**src/ctv_map.svh**
```systemverilog
// Register offsets, field positions, reset values and sync counts of the counter-value block
`ifndef CTV_MAP_SVH
`define CTV_MAP_SVH

// Register byte offsets
`define CTV_STATUS_OFS 8'h30
`define CTV_VALUE_OFS 8'h34

// Field positions
`define CTV_HALT_BIT 0
`define CTV_VALUE_MSB 23
`define CTV_SHIFT_NORMAL 5'h00
`define CTV_SHIFT_FOUR 5'h04
`define CTV_SHIFT_FIVE 5'h05
`define CTV_SHIFT_SIX 5'h06

// Reset values
`define CTV_VALUE_RST 24'h000000
`define CTV_HALT_RST 1'b1

// Crossing stages of the bus-side views
`define CTV_WSYNC_STAGES 2
`define CTV_RSYNC_STAGES 2

// Bus responses
`define CTV_RESP_OKAY 2'h0
`define CTV_RESP_SLVERR 2'h2

`endif

```
**src/ctv_pkg.sv**
```systemverilog
// Types shared by the counter-value block
package ctv_pkg;

    // Resolution of the counter-value field
    typedef enum logic [1:0]
    {
        RES_NORMAL = 2'h0,
        RES_FOURBIT = 2'h1,
        RES_FIVEBIT = 2'h2,
        RES_SIXBIT = 2'h3
    } ctv_res_t;

    // Write channel states, Gray along idle, sync, response
    typedef enum logic [1:0]
    {
        W_IDLE = 2'h0,
        W_SYNC = 2'h1,
        W_RESP = 2'h3
    } ctv_wstate_t;

    // Read channel states, Gray along idle, sync, data
    typedef enum logic [1:0]
    {
        R_IDLE = 2'h0,
        R_SYNC = 2'h1,
        R_DATA = 2'h3
    } ctv_rstate_t;

    // Events from the counting core
    typedef struct packed
    {
        logic countUp;
        logic countDown;
        logic stopCmd;
        logic updateEvt;
    } ctv_core_evt_t;

    // Steady configuration from the counting core
    typedef struct packed
    {
        logic timerEnable;
        logic singleRunMode;
        logic writeProtect;
        ctv_res_t resMode;
    } ctv_core_cfg_t;

endpackage

```
**src/ctv_top.sv**
```systemverilog
// Counter-value register and halted flag of the control timer unit, with an AXI4-Lite slave
//
// Our own choice: the AXI4-Lite interface to the registers.
`timescale 1ns/1ns
`include "ctv_map.svh"

module ctv_top
#(
    parameter int WSYNC = `CTV_WSYNC_STAGES,
    parameter int RSYNC = `CTV_RSYNC_STAGES
)
(
    // Clock, reset, enable
    input wire logic sys_clk,
    input wire logic rst,
    input wire logic ce,
    // AXI4-Lite write address
    input wire logic [7:0] s_axi_awaddr,
    input wire logic s_axi_awvalid,
    output logic s_axi_awready,
    // AXI4-Lite write data
    input wire logic [31:0] s_axi_wdata,
    input wire logic [3:0] s_axi_wstrb,
    input wire logic s_axi_wvalid,
    output logic s_axi_wready,
    // AXI4-Lite write response
    output logic [1:0] s_axi_bresp,
    output logic s_axi_bvalid,
    input wire logic s_axi_bready,
    // AXI4-Lite read address
    input wire logic [7:0] s_axi_araddr,
    input wire logic s_axi_arvalid,
    output logic s_axi_arready,
    // AXI4-Lite read data
    output logic [31:0] s_axi_rdata,
    output logic [1:0] s_axi_rresp,
    output logic s_axi_rvalid,
    input wire logic s_axi_rready,
    // Counting core side
    input wire ctv_pkg::ctv_core_evt_t coreEvt,
    input wire ctv_pkg::ctv_core_cfg_t coreCfg,
    output logic [23:0] countValue,
    output logic halted
);

    //------------------------------------------------------------
    // Field layout helpers
    //------------------------------------------------------------

    // Position of the count field's lowest bit for a resolution
    function automatic logic [4:0] fieldShift(input ctv_pkg::ctv_res_t mode);
        case (mode)
            ctv_pkg::RES_FOURBIT: fieldShift = `CTV_SHIFT_FOUR;
            ctv_pkg::RES_FIVEBIT: fieldShift = `CTV_SHIFT_FIVE;
            ctv_pkg::RES_SIXBIT: fieldShift = `CTV_SHIFT_SIX;
            default: fieldShift = `CTV_SHIFT_NORMAL;
        endcase
    endfunction

    // Bits of the 24-bit window that belong to the count field
    function automatic logic [23:0] fieldMask(input ctv_pkg::ctv_res_t mode);
        fieldMask = 24'hFFFFFF << fieldShift(mode);
    endfunction

    //------------------------------------------------------------
    // State
    //------------------------------------------------------------

    typedef struct packed
    {
        logic [23:0] count;
        logic halt;
        ctv_pkg::ctv_wstate_t wState;
        logic awGot;
        logic wGot;
        logic [7:0] awAddr;
        logic [31:0] wData;
        logic [3:0] wStrb;
        logic [1:0] bResp;
        ctv_pkg::ctv_rstate_t rState;
        logic [7:0] arAddr;
        logic [31:0] rData;
        logic [1:0] rResp;
    } ctv_state_t;

    ctv_state_t state_r;
    ctv_state_t state_nxt;

    logic wStart;
    logic wLand;
    logic rStart;
    logic rLand;
    logic [23:0] mask;
    logic [4:0] shift;
    logic [23:0] merged;
    logic haltSet;
    logic haltClr;

    //------------------------------------------------------------
    // Bus handshakes
    //------------------------------------------------------------

    // Ready only when idle and enabled, so a frozen block never loses a beat
    assign s_axi_awready = ce && (state_r.wState == ctv_pkg::W_IDLE) && !state_r.awGot;
    assign s_axi_wready = ce && (state_r.wState == ctv_pkg::W_IDLE) && !state_r.wGot;
    assign s_axi_bvalid = (state_r.wState == ctv_pkg::W_RESP);
    assign s_axi_bresp = state_r.bResp;
    assign s_axi_arready = ce && (state_r.rState == ctv_pkg::R_IDLE);
    assign s_axi_rvalid = (state_r.rState == ctv_pkg::R_DATA);
    assign s_axi_rdata = state_r.rData;
    assign s_axi_rresp = state_r.rResp;

    // Core-side outputs come straight from flip-flops
    assign countValue = state_r.count;
    assign halted = state_r.halt;

    // Write to the value register launches the synchronizer unless protected
    assign wStart = ce && (state_r.wState == ctv_pkg::W_IDLE) && state_r.awGot && state_r.wGot
        && (state_r.awAddr == `CTV_VALUE_OFS) && !coreCfg.writeProtect;
    assign rStart = s_axi_arvalid && s_axi_arready;

    //------------------------------------------------------------
    // Synchronizer delay lines
    //------------------------------------------------------------

    ctv_sync #(.STAGES(WSYNC)) wSyncInst
    (
        .sys_clk(sys_clk),
        .rst(rst),
        .ce(ce),
        .reqIn(wStart),
        .reqOut(wLand)
    );

    ctv_sync #(.STAGES(RSYNC)) rSyncInst
    (
        .sys_clk(sys_clk),
        .rst(rst),
        .ce(ce),
        .reqIn(rStart),
        .reqOut(rLand)
    );

    //------------------------------------------------------------
    // Layout and halt decode
    //------------------------------------------------------------

    assign shift = fieldShift(coreCfg.resMode);
    assign mask = fieldMask(coreCfg.resMode);

    // Byte lanes 0..2 merge into the count; lane 3 is reserved and dropped
    always_comb
    begin
        merged = state_r.count;
        for (int b = 0; b < 3; b++)
        begin
            if (state_r.wStrb[b])
            begin
                merged[b*8 +: 8] = state_r.wData[b*8 +: 8];
            end
        end
        merged = merged & mask;
    end

    // Any of the three halting causes; set beats a same-cycle count step
    assign haltSet = !coreCfg.timerEnable || coreEvt.stopCmd
        || (coreEvt.updateEvt && coreCfg.singleRunMode);
    assign haltClr = coreEvt.countUp || coreEvt.countDown;

    //------------------------------------------------------------
    // Next state
    //------------------------------------------------------------

    always_comb
    begin
        state_nxt = state_r;
        if (ce)
        begin
            // Halted flag
            if (haltSet)
            begin
                state_nxt.halt = 1'b1;
            end
            else if (haltClr)
            begin
                state_nxt.halt = 1'b0;
            end

            // Counting steps at the field's lowest bit; a landing bus write wins
            if (wLand)
            begin
                state_nxt.count = merged;
            end
            else if (coreEvt.countUp && !coreEvt.countDown)
            begin
                state_nxt.count = (state_r.count + (24'h000001 << shift)) & mask;
            end
            else if (coreEvt.countDown && !coreEvt.countUp)
            begin
                state_nxt.count = (state_r.count - (24'h000001 << shift)) & mask;
            end
            else
            begin
                state_nxt.count = state_r.count & mask;
            end

            // Write channel
            case (state_r.wState)
                ctv_pkg::W_IDLE:
                begin
                    if (s_axi_awvalid && s_axi_awready)
                    begin
                        state_nxt.awGot = 1'b1;
                        state_nxt.awAddr = s_axi_awaddr;
                    end
                    if (s_axi_wvalid && s_axi_wready)
                    begin
                        state_nxt.wGot = 1'b1;
                        state_nxt.wData = s_axi_wdata;
                        state_nxt.wStrb = s_axi_wstrb;
                    end
                    if (state_r.awGot && state_r.wGot)
                    begin
                        state_nxt.awGot = 1'b0;
                        state_nxt.wGot = 1'b0;
                        if (wStart)
                        begin
                            state_nxt.bResp = `CTV_RESP_OKAY;
                            state_nxt.wState = ctv_pkg::W_SYNC;
                        end
                        else if (state_r.awAddr == `CTV_STATUS_OFS)
                        begin
                            // Halted flag is hardware-owned; the write is dropped
                            state_nxt.bResp = `CTV_RESP_OKAY;
                            state_nxt.wState = ctv_pkg::W_RESP;
                        end
                        else
                        begin
                            // Protected value write or unmapped address
                            state_nxt.bResp = `CTV_RESP_SLVERR;
                            state_nxt.wState = ctv_pkg::W_RESP;
                        end
                    end
                end
                ctv_pkg::W_SYNC:
                begin
                    if (wLand)
                    begin
                        state_nxt.wState = ctv_pkg::W_RESP;
                    end
                end
                ctv_pkg::W_RESP:
                begin
                    if (s_axi_bready)
                    begin
                        state_nxt.wState = ctv_pkg::W_IDLE;
                    end
                end
                default:
                begin
                    state_nxt.wState = ctv_pkg::W_IDLE;
                end
            endcase

            // Read channel; data is sampled when the synchronizer lands
            case (state_r.rState)
                ctv_pkg::R_IDLE:
                begin
                    if (rStart)
                    begin
                        state_nxt.arAddr = s_axi_araddr;
                        state_nxt.rState = ctv_pkg::R_SYNC;
                    end
                end
                ctv_pkg::R_SYNC:
                begin
                    if (rLand)
                    begin
                        state_nxt.rState = ctv_pkg::R_DATA;
                        state_nxt.rResp = `CTV_RESP_OKAY;
                        if (state_r.arAddr == `CTV_VALUE_OFS)
                        begin
                            state_nxt.rData = {8'h00, state_r.count & mask};
                        end
                        else if (state_r.arAddr == `CTV_STATUS_OFS)
                        begin
                            state_nxt.rData = 32'h00000000;
                            state_nxt.rData[`CTV_HALT_BIT] = state_r.halt;
                        end
                        else
                        begin
                            state_nxt.rData = 32'h00000000;
                            state_nxt.rResp = `CTV_RESP_SLVERR;
                        end
                    end
                end
                ctv_pkg::R_DATA:
                begin
                    if (s_axi_rready)
                    begin
                        state_nxt.rState = ctv_pkg::R_IDLE;
                    end
                end
                default:
                begin
                    state_nxt.rState = ctv_pkg::R_IDLE;
                end
            endcase
        end
    end

    //------------------------------------------------------------
    // State register
    //------------------------------------------------------------

    // Count clears to zero; halted starts set since the timer is not yet enabled
    always_ff @(posedge sys_clk)
    begin
        if (rst)
        begin
            state_r <= '0;
            state_r.count <= `CTV_VALUE_RST;
            state_r.halt <= `CTV_HALT_RST;
            state_r.wState <= ctv_pkg::W_IDLE;
            state_r.rState <= ctv_pkg::R_IDLE;
        end
        else
        begin
            state_r <= state_nxt;
        end
    end

endmodule

```
**src/ctv_sync.sv**
```systemverilog
// Pulse delay line that carries a request across the bus/counting synchronizer
`timescale 1ns/1ns

module ctv_sync
#(
    parameter int STAGES = 2
)
(
    // Clock, reset, enable
    input wire logic sys_clk,
    input wire logic rst,
    input wire logic ce,
    // Request in and delayed request out
    input wire logic reqIn,
    output logic reqOut
);

    typedef struct packed
    {
        logic [STAGES-1:0] pipe;
    } ctv_sync_state_t;

    ctv_sync_state_t state_r;
    ctv_sync_state_t state_nxt;

    // Shift the request one stage per enabled cycle
    always_comb
    begin
        state_nxt = state_r;
        if (ce)
        begin
            state_nxt.pipe[0] = reqIn;
            for (int i = 1; i < STAGES; i++)
            begin
                state_nxt.pipe[i] = state_r.pipe[i-1];
            end
        end
    end

    // Register the pipe
    always_ff @(posedge sys_clk)
    begin
        if (rst)
        begin
            state_r <= '0;
        end
        else
        begin
            state_r <= state_nxt;
        end
    end

    assign reqOut = state_r.pipe[STAGES-1];

endmodule

```
**config.mk**
```make
export PLATFORM = sky130hd
export DESIGN_NAME = ctv_top
export DESIGN_NICKNAME = d
export VERILOG_FILES = /design/src/ctv_pkg.sv /design/src/ctv_top.sv /design/src/ctv_sync.sv
export VERILOG_INCLUDE_DIRS = /design/src /design/src/src
export SDC_FILE = /design/constraint.sdc
export NUM_CORES = 1
export LEC_CHECK = 0
export BUFFER_PORTS_ARGS = -buffer_cell sky130_fd_sc_hd__buf_2
export CAP_MARGIN = 15
export CORE_ASPECT_RATIO = 0.5
export CORE_MARGIN = 1.5
export CORE_UTILIZATION = 35
export DETAILED_ROUTE_END_ITERATION = 10
export GPL_TIMING_DRIVEN = 0
export PLACE_DENSITY = 0.57
export SLEW_MARGIN = 10
export SYNTH_ARGS = -nofsm -noshare
export SYNTH_HDL_FRONTEND = slang
export SYNTH_SLANG_ARGS = --single-unit
```
**constraint.sdc**
```tcl
create_clock -name sys_clk -period 4.1 [get_ports sys_clk]
set_clock_uncertainty 0.1 [all_clocks]
set_input_delay 0.82 -clock sys_clk [delete_from_list [all_inputs] [get_ports sys_clk]]
set_output_delay 0.82 -clock sys_clk [all_outputs]
set_load 0.005 [all_outputs]
```
* After elaboration in Yosys (flattened, before gate mapping) *
Cells that the tools add are included.
W data, S select, Z words.

operators by class
  $add $sub $neg = 2
  equal/unequal tests = 17
  shift operators = 2
  multiplexer cells = 26
  bitwise logic cells = 4
  reductions and logical operators = 39

operators with widths
  kind                     count
  $and A24 B24 Y24         4
  $mux W24                 3
  $eq A8 B6 Y1 const B     4
  $mux W32                 1
  $add A24 B24 Y24         1
  $mux W8                  3
  $shl A1 B5 Y24 const A   1
  $shl A24 B5 Y24 const A  1
  $sub A24 B24 Y24         1
  $reduce_and A3 Y1        7
  $mux W2                  9
  $logic_and A1 B1 Y1      15
  $ne A2 B1 Y1 const B     6
  $pmux W2 S3              2
  $mux W10                 1
  $pmux W3 S3              1
  $eq A2 B2 Y1 const B     4
  $reduce_and A4 Y1        2
  $eq A2 B1 Y1 const B     3
  $logic_not A1 Y1         6
  $reduce_bool A2 Y1       3
  $mux W1                  5
  $logic_not A2 Y1         2
  $mux W4                  1
  other kinds (2)          4

word-level totals
  flip-flop bits (word level) = 114
  input port bits = 69
  logic and storage cells = 105

* Longest topological paths before layout *
Gate-level depths: netlist of run 1.

  word-level depth = 9
  mapped depth = 11
  depth with buffers taken out = 11

* Modules after synthesis *
A second synthesis of run 1 with hierarchy kept.

unflattened totals
  cells, all modules = 793
  area, all modules = 6257.3 um^2

by module, submodules not included
  module    times used  cells an instance  area an instance (um^2)  sequential area each (um^2)
  ctv_top   1           781                6122.1                   2001.9
  ctv_sync  2           6                  67.6                     40.0

* Worst setup path before layout of run 1 *
Ideal clock, no wire load.

  path type = input port to flip-flop
  start = in coreCfg[0] (netlist bit)
  end = reg state_r, in the netlist countValue[14]
  library setup time = 62 ps
  data arrival time = 3294 ps
  slack = 643 ps
  cell stages on the path = 11
  buffers on the path = 1
  path through = nor2_1 clkbuf_1 and2_1 fa_1 nand3_1 a311o_1 a211oi_1 nor2b_1 nand4_1 or4_1 nand3_1

between the ends
  word-level cells in the longest chain between the ends = 8

RTL lines
  element                                       RTL line                        RTL
  from (decl)                                   ctv_top.sv:41                   input wire ctv_pkg::ctv_core_cfg_t coreCfg,
  $eq A2 B2 Y1 or $eq A2 B1 Y1 (tied branches)  ctv_top.sv:52                   case (mode)
  $pmux W3 S3 (*)                               ctv_top.sv:52
  $shl A1 B5 Y24                                ctv_top.sv:196, ctv_top.sv:200
  $sub A24 B24 Y24                              ctv_top.sv:200                  state_nxt.count = (state_r.count - (24'h000001 << shift)) & mask;
  $and A24 B24 Y24                              ctv_top.sv:200
  $mux W24                                      ctv_top.sv:198                  else if (coreEvt.countDown && !coreEvt.countUp)
  $mux W24                                      ctv_top.sv:194                  else if (coreEvt.countUp && !coreEvt.countDown)
  $mux W24 (*)                                  ctv_top.sv:190                  if (wLand)
  to (signal assigned)                          ctv_top.sv:329                  state_r <= state_nxt;
  to (decl)                                     ctv_top.sv:86                   ctv_state_t state_r;

Every way passes the cells marked *; elsewhere a longest branch is shown, timed or not.
A chain may end at the register's enable or synchronous reset.

* Worst setup path in the final report of run 1 *
Same ends and word-level chain as after synthesis.

==> results by group, run 1 <==
STA
  • Setup_tns: 0 ns
  • Worst-margin pin slew: between 0.8 and 0.9 ns
  • Final Max Tran Viols: 0
  • Worst slew margin: 0.441
  • Peak Freq: roughly 0.26 GHz
  • RSZ-0062 raised after global routing: no
  • Tcrit/Tclk final: 0.937
  • Final setup viols: 0
  • Final Hold Viols: 0
  • Tmin final: 3.84 ns

Logic synthesis
  • Synth Register Bits: 104
  • Cell count after synthesis: 834
  • Asr flop ratio synth: 0
  • Synth unique cells: just under 70
  • EDFF count, synth: 0
  • Seq/Total Area, Yosys: 0.331
  • Synth warn: 0
  • Avg Synthesized Cell Area: 7.55 µm²
  • Ys flop type: dfxtp_1
  • Post-synthesis cell area: ~6300 µm²

Route
  • Avg WL per Cell: about 18 µm
  • DRC violations left: 0
  • Vias/cell: 5.33
  • Final ANT Viol Nets: 0
  • Initial DRC count: 572
  • Vias: 6,470
  • Drt pass-1 iters: 7
  • Routed Wire Length: 21.8 mm

Placed design
  • Post-DP Area: ~7200 µm²
  • Gpl congestion: 0.964
  • Post-DP HPWL: between 15 and 20 mm
  • IO Port Bufs: 113

Clock tree
  • Hold_buf cts: 0
  • Sink Count: 104
  • CTS tree: done
  • Postcts setup bufs: 0
  • Max Root-Sink Buffers: 2
  • Clk root buf: clkbuf_16
  • H-Tree Depth: 3
  • Reg clk slew, reported paths: 0.09 ns
  • Number of CTS-inserted buffers: 9
  • Worst-Skew Late Latency: 0.37 ns

Floorplan
  • Num ports: around 140
  • Core area: 17,500 µm²
  • Site row count: 34
  • Die Ht: just under 100 µm
  • Initial Utilization: 0.360
  • DIE WIDTH: 193 µm
  • Die area: 18,800 µm²

Global routing
  • Overflow after GRT: 0
  • Vias in the first global route: 5,915
  • Largest net degree at the start of global routing: 24
  • Wire length of the first global-routing pass: 33.4 mm
  • Initial antenna violation count: 0
  • Tot GR Track Use: 0.230

Critical path
  • Worst-path fanout max: 10
  • Crit start category: input port
  • Data arrival time of the worst path: 4.04 ns
  • Setup CP Type: input port to register
  • CP Capture Type: register
  • Req. time, crit path: 4.30 ns
  • R2R setup slack: 0.61 ns

Job
  • Max_cap viols: 0

Cells and area
  • Most frequent cells in the layout: nand2_1, buf_2, dfxtp_1
  • Most common cell after layout, fill and taps aside: nand2_1
  • Post-route cell area: around 7500 µm²
  • Core Util, Final: 0.431
  • Nets: about 1,100
  • Share of cells above drive strength 1: 0.210
  • Antenna Cells: 0
  • P&R area growth vs syn: 19.8%

Pwr
  • Pwr dens: about 340 nW/µm²
  • Final Power: 2.55 mW
  • Max VDD drop: 0.000209 V
  • Leakage: approximately 3.2 nW

Status
  • Outcome: completed

Min path
  • HP Class: register to register
-- state kept, by name, indices dropped and copies added, names as in the netlist --
name,count
s_axi_rresp,1
wSyncInst.state_r,2
countValue,24
rSyncInst.state_r,2
halted,1
s_axi_rdata,24
state_r,49
s_axi_bresp,1
-- final timing paths --
| check | startpoint | endpoint | cells past startpoint |
|---|---|---|---|
| hold reg to reg | state_r[89] | state_r[89] | 2 |
| setup / recovery | coreCfg[0] | countValue[14] | 12 |
| hold / removal | state_r[89] | state_r[89] | 2 |
| setup reg to reg | countValue[6] | countValue[11] | 9 |
-- per-stage QoR --
| stage | std cells | hold slack (ns) | setup slack [ns] |
|---|---|---|---|
| final | 1214 | 0.359 | 0.258 |
| after CTS | 1214 | 0.360 | 0.143 |
| after floorplan | 851 | 0.332 | 0.643 |
| after detailed placement | 1198 | 0.347 | -0.212 |
| after global routing | 1214 | 0.389 | 0.0690 |
| after global placement | 1198 | 0.342 | -0.285 |
-- cells by family after synthesis --
kind of cell | synth area share
AND/OR/NAND/NOR | 0.246
AO/OA/AOI/OAI | 0.220
XOR/XNOR | 0.0348
adder cells (fa/ha/maj) | 0.0382
other | 0.00119
multiplexers | 0.0127
buffers and inverters | 0.116
flip-flops | 0.331
-- worst max-delay path: stages --
cell,delay [ns]
buf_2,0.13
nor2_1,0.17
clkbuf_1,0.43
and2_1,0.22
fa_1,0.23
nand3_1,0.14
a311o_1,0.39
a211oi_2,0.45
nor2b_1,0.36
nand4_1,0.15
or4_1,0.42
nand3_1,0.10
-- cell usage after synthesis, types with 9 or more instances --
master,instances,share of area
a211oi_1,9,0.011
a21oi_1,87,0.069
a22oi_1,18,0.021
a31oi_1,12,0.012
and2_1,10,0.0099
buf_4,61,0.073
clkbuf_1,44,0.026
dfxtp_1,104,0.33
ha_1,16,0.032
inv_1,14,0.0083
nand2_1,133,0.079
nand2b_1,13,0.013
nand3_1,25,0.020
nor2_1,69,0.041
nor3_1,20,0.016
o21ai_0,29,0.023
xnor2_1,12,0.017
xor2_1,13,0.018
-- where the power goes --
group	switching (mW)	leakage [nW]	internal (mW)
Clock	0.487	0.156	0.451
Combinational	0.315	2.15	0.204
Sequential	0.0400	0.845	1.05
Total	0.842	3.15	1.70
-- final cells by class --
| cell class | count | area, µm² |
|---|---|---|
| Buffer | 116 | 674 |
| Clock buffer | 9 | 225 |
| Clock inverter | 7 | 96.3 |
| Fill cell | 1866 | 9940 |
| Inverter | 15 | 56.3 |
| Multi-Input combinational cell | 616 | 3550 |
| Sequential cell | 104 | 2080 |
| Tap cell | 234 | 293 |
| Timing Repair Buffer | 113 | 566 |
-- layer usage --
metal	GRT usage	vias up	part of all wire
met5	0	-	0
met1	0.348	3016	0.49
met3	0.0629	20	0.095
met4	0.0411	0	0.0076
met2	0.322	298	0.40
li1	-	3136	-
-- what timing repair did --
item	in CTS	in global routing
endpoints found under the hold margin	0	0
resized for setup	0	1
setup endpoints to repair	0	5
No activity file was read; power rests on OpenSTA's default activity.
==> run 2: changes to the inputs <==
Settings changed: RECOVER_POWER set to 100.
==> results by group, run 2 (synthesis results as in run 1) <==
STA
  • Final Max Tran Viols: 0 (unchanged)
  • Final setup viols: 0 (unchanged)
  • RSZ-0062 raised after global routing: no (unchanged)
  • Tmin final: 3.87 ns (was 3.84 ns)
  • Worst-margin pin slew: 0.834 ns (was 0.818 ns)
  • Tcrit/Tclk final: 0.943 (was 0.937)
  • Worst slew margin: 0.429 (was 0.441)
  • Peak Freq: 0.259 GHz (was 0.260 GHz)
  • Setup_tns: 0 ns (unchanged)
  • Final Hold Viols: 0 (unchanged)

Global routing
  • Initial antenna violation count: 0 (unchanged)
  • Largest net degree at the start of global routing: 24 (unchanged)
  • Tot GR Track Use: 0.230 (unchanged)
  • Overflow after GRT: 0 (unchanged)
  • Wire length of the first global-routing pass: 33.4 mm (unchanged)
  • Vias in the first global route: 5,915 (unchanged)

Cells and area
  • Fill cells: 1,874 (was 1,866)
  • P&R area growth vs syn: 19.6% (was 19.8%)
  • Max reg flops: 49 (unchanged)
  • Most common cell after layout, fill and taps aside: nand2_1 (unchanged)
  • Core Util, Final: 0.431 (about the same)
  • Nets: 1,062 (unchanged)
  • Largest register by flop count: state_r (unchanged)
  • Final non-filler cell total: 1,214 (unchanged)
  • Most frequent cells in the layout: nand2_1, dfxtp_1, buf_2 (was nand2_1, buf_2, dfxtp_1)
  • Antenna Cells: 0 (unchanged)
  • Share of cells above drive strength 1: 0.198 (was 0.210)

Route
  • Avg WL per Cell: 17.9 µm (about the same)
  • Drt pass-1 iters: 5 (was 7)
  • Initial DRC count: 624 (was 572)
  • DRC violations left: 0 (unchanged)
  • Final ANT Viol Nets: 0 (unchanged)
  • Vias/cell: 5.33 (about the same)
  • Routed Wire Length: 21.7 mm (was 21.8 mm)
  • Vias: 6,473 (was 6,470)

Critical path
  • Crit path to: countValue[14] (unchanged)
  • Critical path's slowest cell: a211oi_2 (unchanged)
  • Worst-path fanout max: 10 (unchanged)
  • Crit path cell chain: buf_2, nor2_1, clkbuf_1, and2_0, fa_1, nand3_1, a311o_1, a211oi_2, nor2b_1, nand4_1, or4_1, nand3_1 (was buf_2, nor2_1, clkbuf_1, and2_1, fa_1, nand3_1, a311o_1, a211oi_2, nor2b_1, nand4_1, or4_1, nand3_1)
  • Reg2reg end: countValue[11] (unchanged)
  • CP startpoint: coreCfg[0] (unchanged)
  • Data arrival time of the worst path: 4.07 ns (was 4.04 ns)
  • Worst R2R Start: countValue[6] (unchanged)
  • Req. time, crit path: 4.30 ns (about the same)
  • Max incr delay on CP: 0.45 ns (about the same)
  • Crit start category: input port (unchanged)
  • CP Capture Type: register (unchanged)
  • Worst R2R Path Depth: 9 (unchanged)
  • Critical path's most frequent cell: nand3_1 (unchanged)
  • R2R setup slack: 0.62 ns (was 0.61 ns)
  • Setup CP Type: input port to register (unchanged)

Pwr
  • Sw Share: 0.330 (was 0.331)
  • Pwr dens: 337 nW/µm² (was 338 nW/µm²)
  • Final Power: 2.54 mW (was 2.55 mW)
  • Gate power share: 0.203 (was 0.204)
  • Power share of the clock group: 0.368 (about the same)
  • Sequential share of power: 0.429 (was 0.428)
  • Max VDD drop: 0.000209 V (about the same)
  • Int Power: 1.70 mW (about the same)
  • Psw: 838 µW (was 842 µW)
  • Leakage: 3.08 nW (was 3.15 nW)

Clock tree
  • Clk root buf: clkbuf_16 (unchanged)
  • Postcts setup bufs: 0 (unchanged)
  • Reg clk slew, reported paths: 0.09 ns (about the same)
  • H-Tree Depth: 3 (unchanged)
  • Number of CTS-inserted buffers: 9 (unchanged)
  • Worst-Skew Late Latency: 0.37 ns (about the same)
  • Hold_buf cts: 0 (unchanged)
  • Max Root-Sink Buffers: 2 (unchanged)
  • CTS tree: done (unchanged)
  • Sink Count: 104 (unchanged)

Floorplan
  • Core area: 17,500 µm² (unchanged)
  • Site row count: 34 (unchanged)
  • Num ports: 135 (unchanged)
  • Die Ht: 97.8 µm (unchanged)
  • Initial Utilization: 0.360 (unchanged)
  • Die area: 18,800 µm² (unchanged)
  • DIE WIDTH: 193 µm (unchanged)

Placed design
  • Gpl congestion: 0.964 (unchanged)
  • Post-DP HPWL: 16.5 mm (unchanged)
  • IO Port Bufs: 113 (unchanged)
  • # placed instances: 1,198 (unchanged)

Job
  • Max_cap viols: 0 (unchanged)

Min path
  • HP Class: register to register (unchanged)

Status
  • Outcome: completed (unchanged)
## run 2: cell count changes in the layout (fill, tap and decap cells not counted)
cell and delta:
clkbuf_1 +19, and2_1 -5, and2_0 +5, buf_4 -43
buf_2 -13, clkbuf_2 +1, clkbuf_4 +43, buf_1 -7
## run 2: per-layer routing
| layer | up-vias | wire [µm] | track usage |
|---|---|---|---|
| met1 | 3010 | 10700 | 0.348 |
| met2 | 306 | 8720 | 0.322 |
| met3 | 17 | 2110 | 0.0629 |
| met4 | 0 | 150 | 0.0411 |
| met5 | - | 0 | 0 |
| li1 | 3140 | - | - |
## run 2: how the worst min path moves through the flow
stage	depth (start not counted)	slack [ns]	from	end
final	2	0.36	state_r[38]	state_r[38]
after global routing	2	0.39	state_r[88]	state_r[88]
after CTS	2	0.36	state_r[48]	state_r[48]
after detailed placement	2	0.35	state_r[87]	state_r[87]
after global placement	2	0.34	state_r[83]	state_r[83]
after floorplan	2	0.33	state_r[39]	state_r[39]
## run 2: what timing repair did
item | in CTS | in global routing
endpoints found under the hold margin | 0 | 0
resized for setup | 0 | 1
endpoints found under the setup margin | 0 | 5
## run 2: metrics by stage
step / cell area, µm² / worst slack [ns] / hold WS [ns]
after floorplan: 6360 / 0.643 / 0.332
final: 7530 / 0.235 / 0.360
after CTS: 7540 / 0.143 / 0.360
after detailed placement: 7220 / -0.212 / 0.347
after global placement: 7220 / -0.285 / 0.342
after global routing: 7530 / 0.0581 / 0.389
## run 2: power by group through the flow
stage          logic [mW]  registers [mW]  clock network [mW]
2_1_floorplan       0.351            1.10                   0
3_3_place_gp        0.504            1.11                   0
3_5_place_dp        0.505            1.11                   0
4_1_cts             0.507            1.09               0.949
5_1_grt             0.567            1.10               0.996
6_report            0.517            1.09               0.934
## run 2: worst max-delay path, delay by kind of cell
family	cells	cell delay (ns)
buf+inv	2	0.56
simple gates	7	1.60
compound gates	2	0.84
fa+ha+maj	1	0.24
## run 2: area by class of cell
cell class              count  area [µm²]  area share
multi-input cells         616        3550       0.472
flip-flops and latches    104        2080       0.277
plain buffers             116         674      0.0896
repair buffers            113         551      0.0731
well taps                 234         293      0.0389
clock buffers               9         225      0.0299
clock inverters             7        96.3      0.0128
inverters                  15        56.3     0.00748
==> run 3: changes to the inputs <==
Settings changed: ABC_AREA set to 1.
==> results by group, run 3 <==
STA
  • Peak Freq: 0.307 GHz (was 0.259 GHz)
  • Tmin final: 3.25 ns (was 3.87 ns)
  • Final setup viols: 0 (unchanged)
  • Final Hold Viols: 0 (unchanged)
  • Worst-margin pin slew: 0.730 ns (was 0.834 ns)
  • Final Max Tran Viols: 0 (unchanged)
  • Tcrit/Tclk final: 0.793 (was 0.943)
  • Setup_tns: 0 ns (unchanged)
  • RSZ-0062 raised after global routing: no (unchanged)
  • Fin worst setup slack: 0.847 ns (was 0.235 ns)
  • Worst slew margin: 0.513 (was 0.429)

Floorplan
  • Initial Utilization: 0.357 (was 0.360)
  • Die area: 20,700 µm² (was 18,800 µm²)
  • Die Ht: 102 µm (was 97.8 µm)
  • Core area: 19,400 µm² (was 17,500 µm²)
  • Num ports: 135 (unchanged)
  • Site row count: 36 (was 34)
  • DIE WIDTH: 202 µm (was 193 µm)

Logic synthesis
  • Synth top area cells: dfxtp_1, nand2_1, a21oi_1 (was dfxtp_1, nand2_1, buf_4)
  • Synth warn: 0 (unchanged)
  • Post-synthesis cell area: 6920 µm² (was 6290 µm²)
  • Post-synth top cells: nand2_1, a21oi_1, nand3_1 (was nand2_1, dfxtp_1, a21oi_1)
  • Top-count cell post-synth: nand2_1 (unchanged)
  • Ys flop type: dfxtp_1 (unchanged)
  • Seq/Total Area, Yosys: 0.301 (was 0.331)
  • Area leader, netlist: dfxtp_1 (unchanged)
  • Asr flop ratio synth: 0 (unchanged)
  • Cell count after synthesis: 1,067 (was 834)
  • Synth Register Bits: 104 (unchanged)
  • Synth top area share: 0.301 (was 0.331)
  • Avg Synthesized Cell Area: 6.49 µm² (was 7.55 µm²)
  • Synth unique cells: 42 (was 68)
  • EDFF count, synth: 0 (unchanged)

Global routing
  • Tot GR Track Use: 0.223 (was 0.230)
  • Largest net degree at the start of global routing: 19 (was 24)
  • Wire length of the first global-routing pass: 35.4 mm (was 33.4 mm)
  • Initial antenna violation count: 0 (unchanged)
  • Overflow after GRT: 0 (unchanged)
  • Vias in the first global route: 6,435 (was 5,915)

Critical path
  • Worst R2R Start: countValue[4] (was countValue[6])
  • Reg2reg end: countValue[16] (was countValue[11])
  • Worst-path fanout max: 10 (unchanged)
  • CP Capture Type: register (unchanged)
  • Critical path's slowest cell: clkbuf_1 (was a211oi_2)
  • Req. time, crit path: 4.27 ns (was 4.30 ns)
  • Max incr delay on CP: 0.56 ns (was 0.45 ns)
  • Setup CP Type: input port to register (unchanged)
  • Crit start category: input port (unchanged)
  • CP startpoint: coreEvt[2] (was coreCfg[0])
  • Crit path to: countValue[15] (was countValue[14])
  • R2R setup slack: 1.43 ns (was 0.62 ns)
  • Worst R2R Path Depth: 13 (was 9)
  • Data arrival time of the worst path: 3.42 ns (was 4.07 ns)
  • Crit path cell chain: buf_2, inv_1, ha_1, clkbuf_1, inv_1, nand2_1, inv_1, clkbuf_1, buf_4, nand3_1, nand2_1, nand2_1, a21oi_1 (was buf_2, nor2_1, clkbuf_1, and2_0, fa_1, nand3_1, a311o_1, a211oi_2, nor2b_1, nand4_1, or4_1, nand3_1)

Cells and area
  • Most frequent cells in the layout: nand2_1, a21oi_1, nand3_1 (was nand2_1, dfxtp_1, buf_2)
  • P&R area growth vs syn: 17.5% (was 19.6%)
  • Fill cells: 2,107 (was 1,874)
  • Nets: 1,296 (was 1,062)
  • Max reg flops: 49 (unchanged)
  • Share of cells above drive strength 1: 0.187 (was 0.198)
  • Largest register by flop count: state_r (unchanged)
  • Most common cell after layout, fill and taps aside: nand2_1 (unchanged)

Pwr
  • Max VDD drop: 0.000245 V (was 0.000209 V)
  • Final Power: 2.73 mW (was 2.54 mW)
  • Psw: 882 µW (was 838 µW)
  • Leakage: 3.77 nW (was 3.08 nW)
  • Power share of the clock group: 0.357 (was 0.368)
  • Pwr dens: 335 nW/µm² (was 337 nW/µm²)
  • Gate power share: 0.237 (was 0.203)
  • Sw Share: 0.324 (was 0.330)
  • Sequential share of power: 0.405 (was 0.429)
  • Int Power: 1.84 mW (was 1.70 mW)

Clock tree
  • Worst-Skew Late Latency: 0.36 ns (was 0.37 ns)
  • Clk root buf: clkbuf_16 (unchanged)
  • Hold_buf cts: 0 (unchanged)
  • Number of CTS-inserted buffers: 9 (unchanged)
  • Postcts setup bufs: 0 (unchanged)
  • CTS tree: done (unchanged)
  • Post-CTS Resized: 0 (unchanged)
  • Sink Count: 104 (unchanged)
  • H-Tree Depth: 3 (unchanged)
  • Reg clk slew, reported paths: 0.07 ns (was 0.09 ns)
  • Max Root-Sink Buffers: 2 (unchanged)

Route
  • Drt pass-1 iters: 5 (unchanged)
  • Avg WL per Cell: 15.8 µm (was 17.9 µm)
  • DRC violations left: 0 (unchanged)
  • Final ANT Viol Nets: 0 (unchanged)
  • Vias: 7,436 (was 6,473)
  • Vias/cell: 5.02 (was 5.33)
  • Routed Wire Length: 23.4 mm (was 21.7 mm)
  • Initial DRC count: 551 (was 624)

Min path
  • HP Class: register to register (unchanged)

Job
  • Max_cap viols: 0 (unchanged)

Placed design
  • Gpl congestion: 0.923 (was 0.964)
  • IO Port Bufs: 114 (was 113)
  • Pre-CTS setup slack: 0.923 ns (was -0.212 ns)
  • Post-DP HPWL: 18.8 mm (was 16.5 mm)

Status
  • Outcome: completed (unchanged)
==> run 3: cell type report <==
type	instances	area, µm²	area share
multi-input cells	769	3750	0.461
flip-flops and latches	104	2080	0.256
plain buffers	108	701	0.0861
repair buffers	114	542	0.0666
inverters	103	387	0.0475
well taps	266	333	0.0409
clock buffers	10	239	0.0294
clock inverters	6	101	0.0125
diodes	1	2.50	0.000308
==> run 3: per-stage QoR <==
step	instances	hold WS, ns	util	area, µm²
after global placement	1464	0.341	0.406	7890
after detailed placement	1464	0.347	0.406	7890
after global routing	1480	0.374	0.419	8130
after CTS	1480	0.357	0.424	8230
after floorplan	1084	0.325	-	6990
final	1481	0.356	0.419	8140
==> run 3: power groups by stage <==
stage	Combinational (mW)	Sequential, mW	Clock, mW
detailed placement	0.647	1.13	0
global route	0.725	1.11	1.02
floorplan	0.452	1.11	0
global placement	0.638	1.13	0
CTS	0.649	1.10	0.986
finish	0.647	1.10	0.974
==> run 3: how the worst min path moves through the flow <==
| stage | start | endpoint | slack (ns) | depth (start not counted) |
|---|---|---|---|---|
| 3_3_place_gp | state_r[41] | state_r[41] | 0.34 | 2 |
| 4_1_cts | state_r[87] | state_r[87] | 0.36 | 2 |
| 5_1_grt | state_r[86] | state_r[86] | 0.37 | 2 |
| 2_1_floorplan | state_r[53] | state_r[53] | 0.32 | 2 |
| 3_5_place_dp | state_r[34] | state_r[34] | 0.35 | 2 |
| 6_report | state_r[34] | state_r[34] | 0.36 | 2 |
==> run 3: metal layers <==
metal  up-vias  share of wire  track usage  routed length (µm)
li1       3724              -            -                   -
met1      3474           0.49        0.321               11500
met2       214           0.43        0.345                9940
met3        24          0.067       0.0421                1570
met4         0          0.015       0.0540                 342
met5         -              0            0                   0
==> run 3: cell families (layout without fill, tap and decap cells) <==
| family | after synthesis | count (layout) | share of synthesized area |
|---|---|---|---|
| DFF | 104 | 104 | 0.301 |
| other | 2 | 20 | 0.00108 |
| adders and majority gates | 18 | 18 | 0.0347 |
| and+or+nand+nor | 505 | 505 | 0.329 |
| xor gates and xnor gates | 3 | 3 | 0.00380 |
| AOI/OAI and AO/OA | 224 | 224 | 0.171 |
| buffers and inverters | 211 | 341 | 0.160 |
==> run 3: worst max-delay path, delay by kind of cell <==
kind                       cells  cell delay, ns
buffers and inverters          7            1.83
and+or+nand+nor                4            0.38
AOI/OAI and AO/OA              1            0.20
adders and majority gates      1            0.19
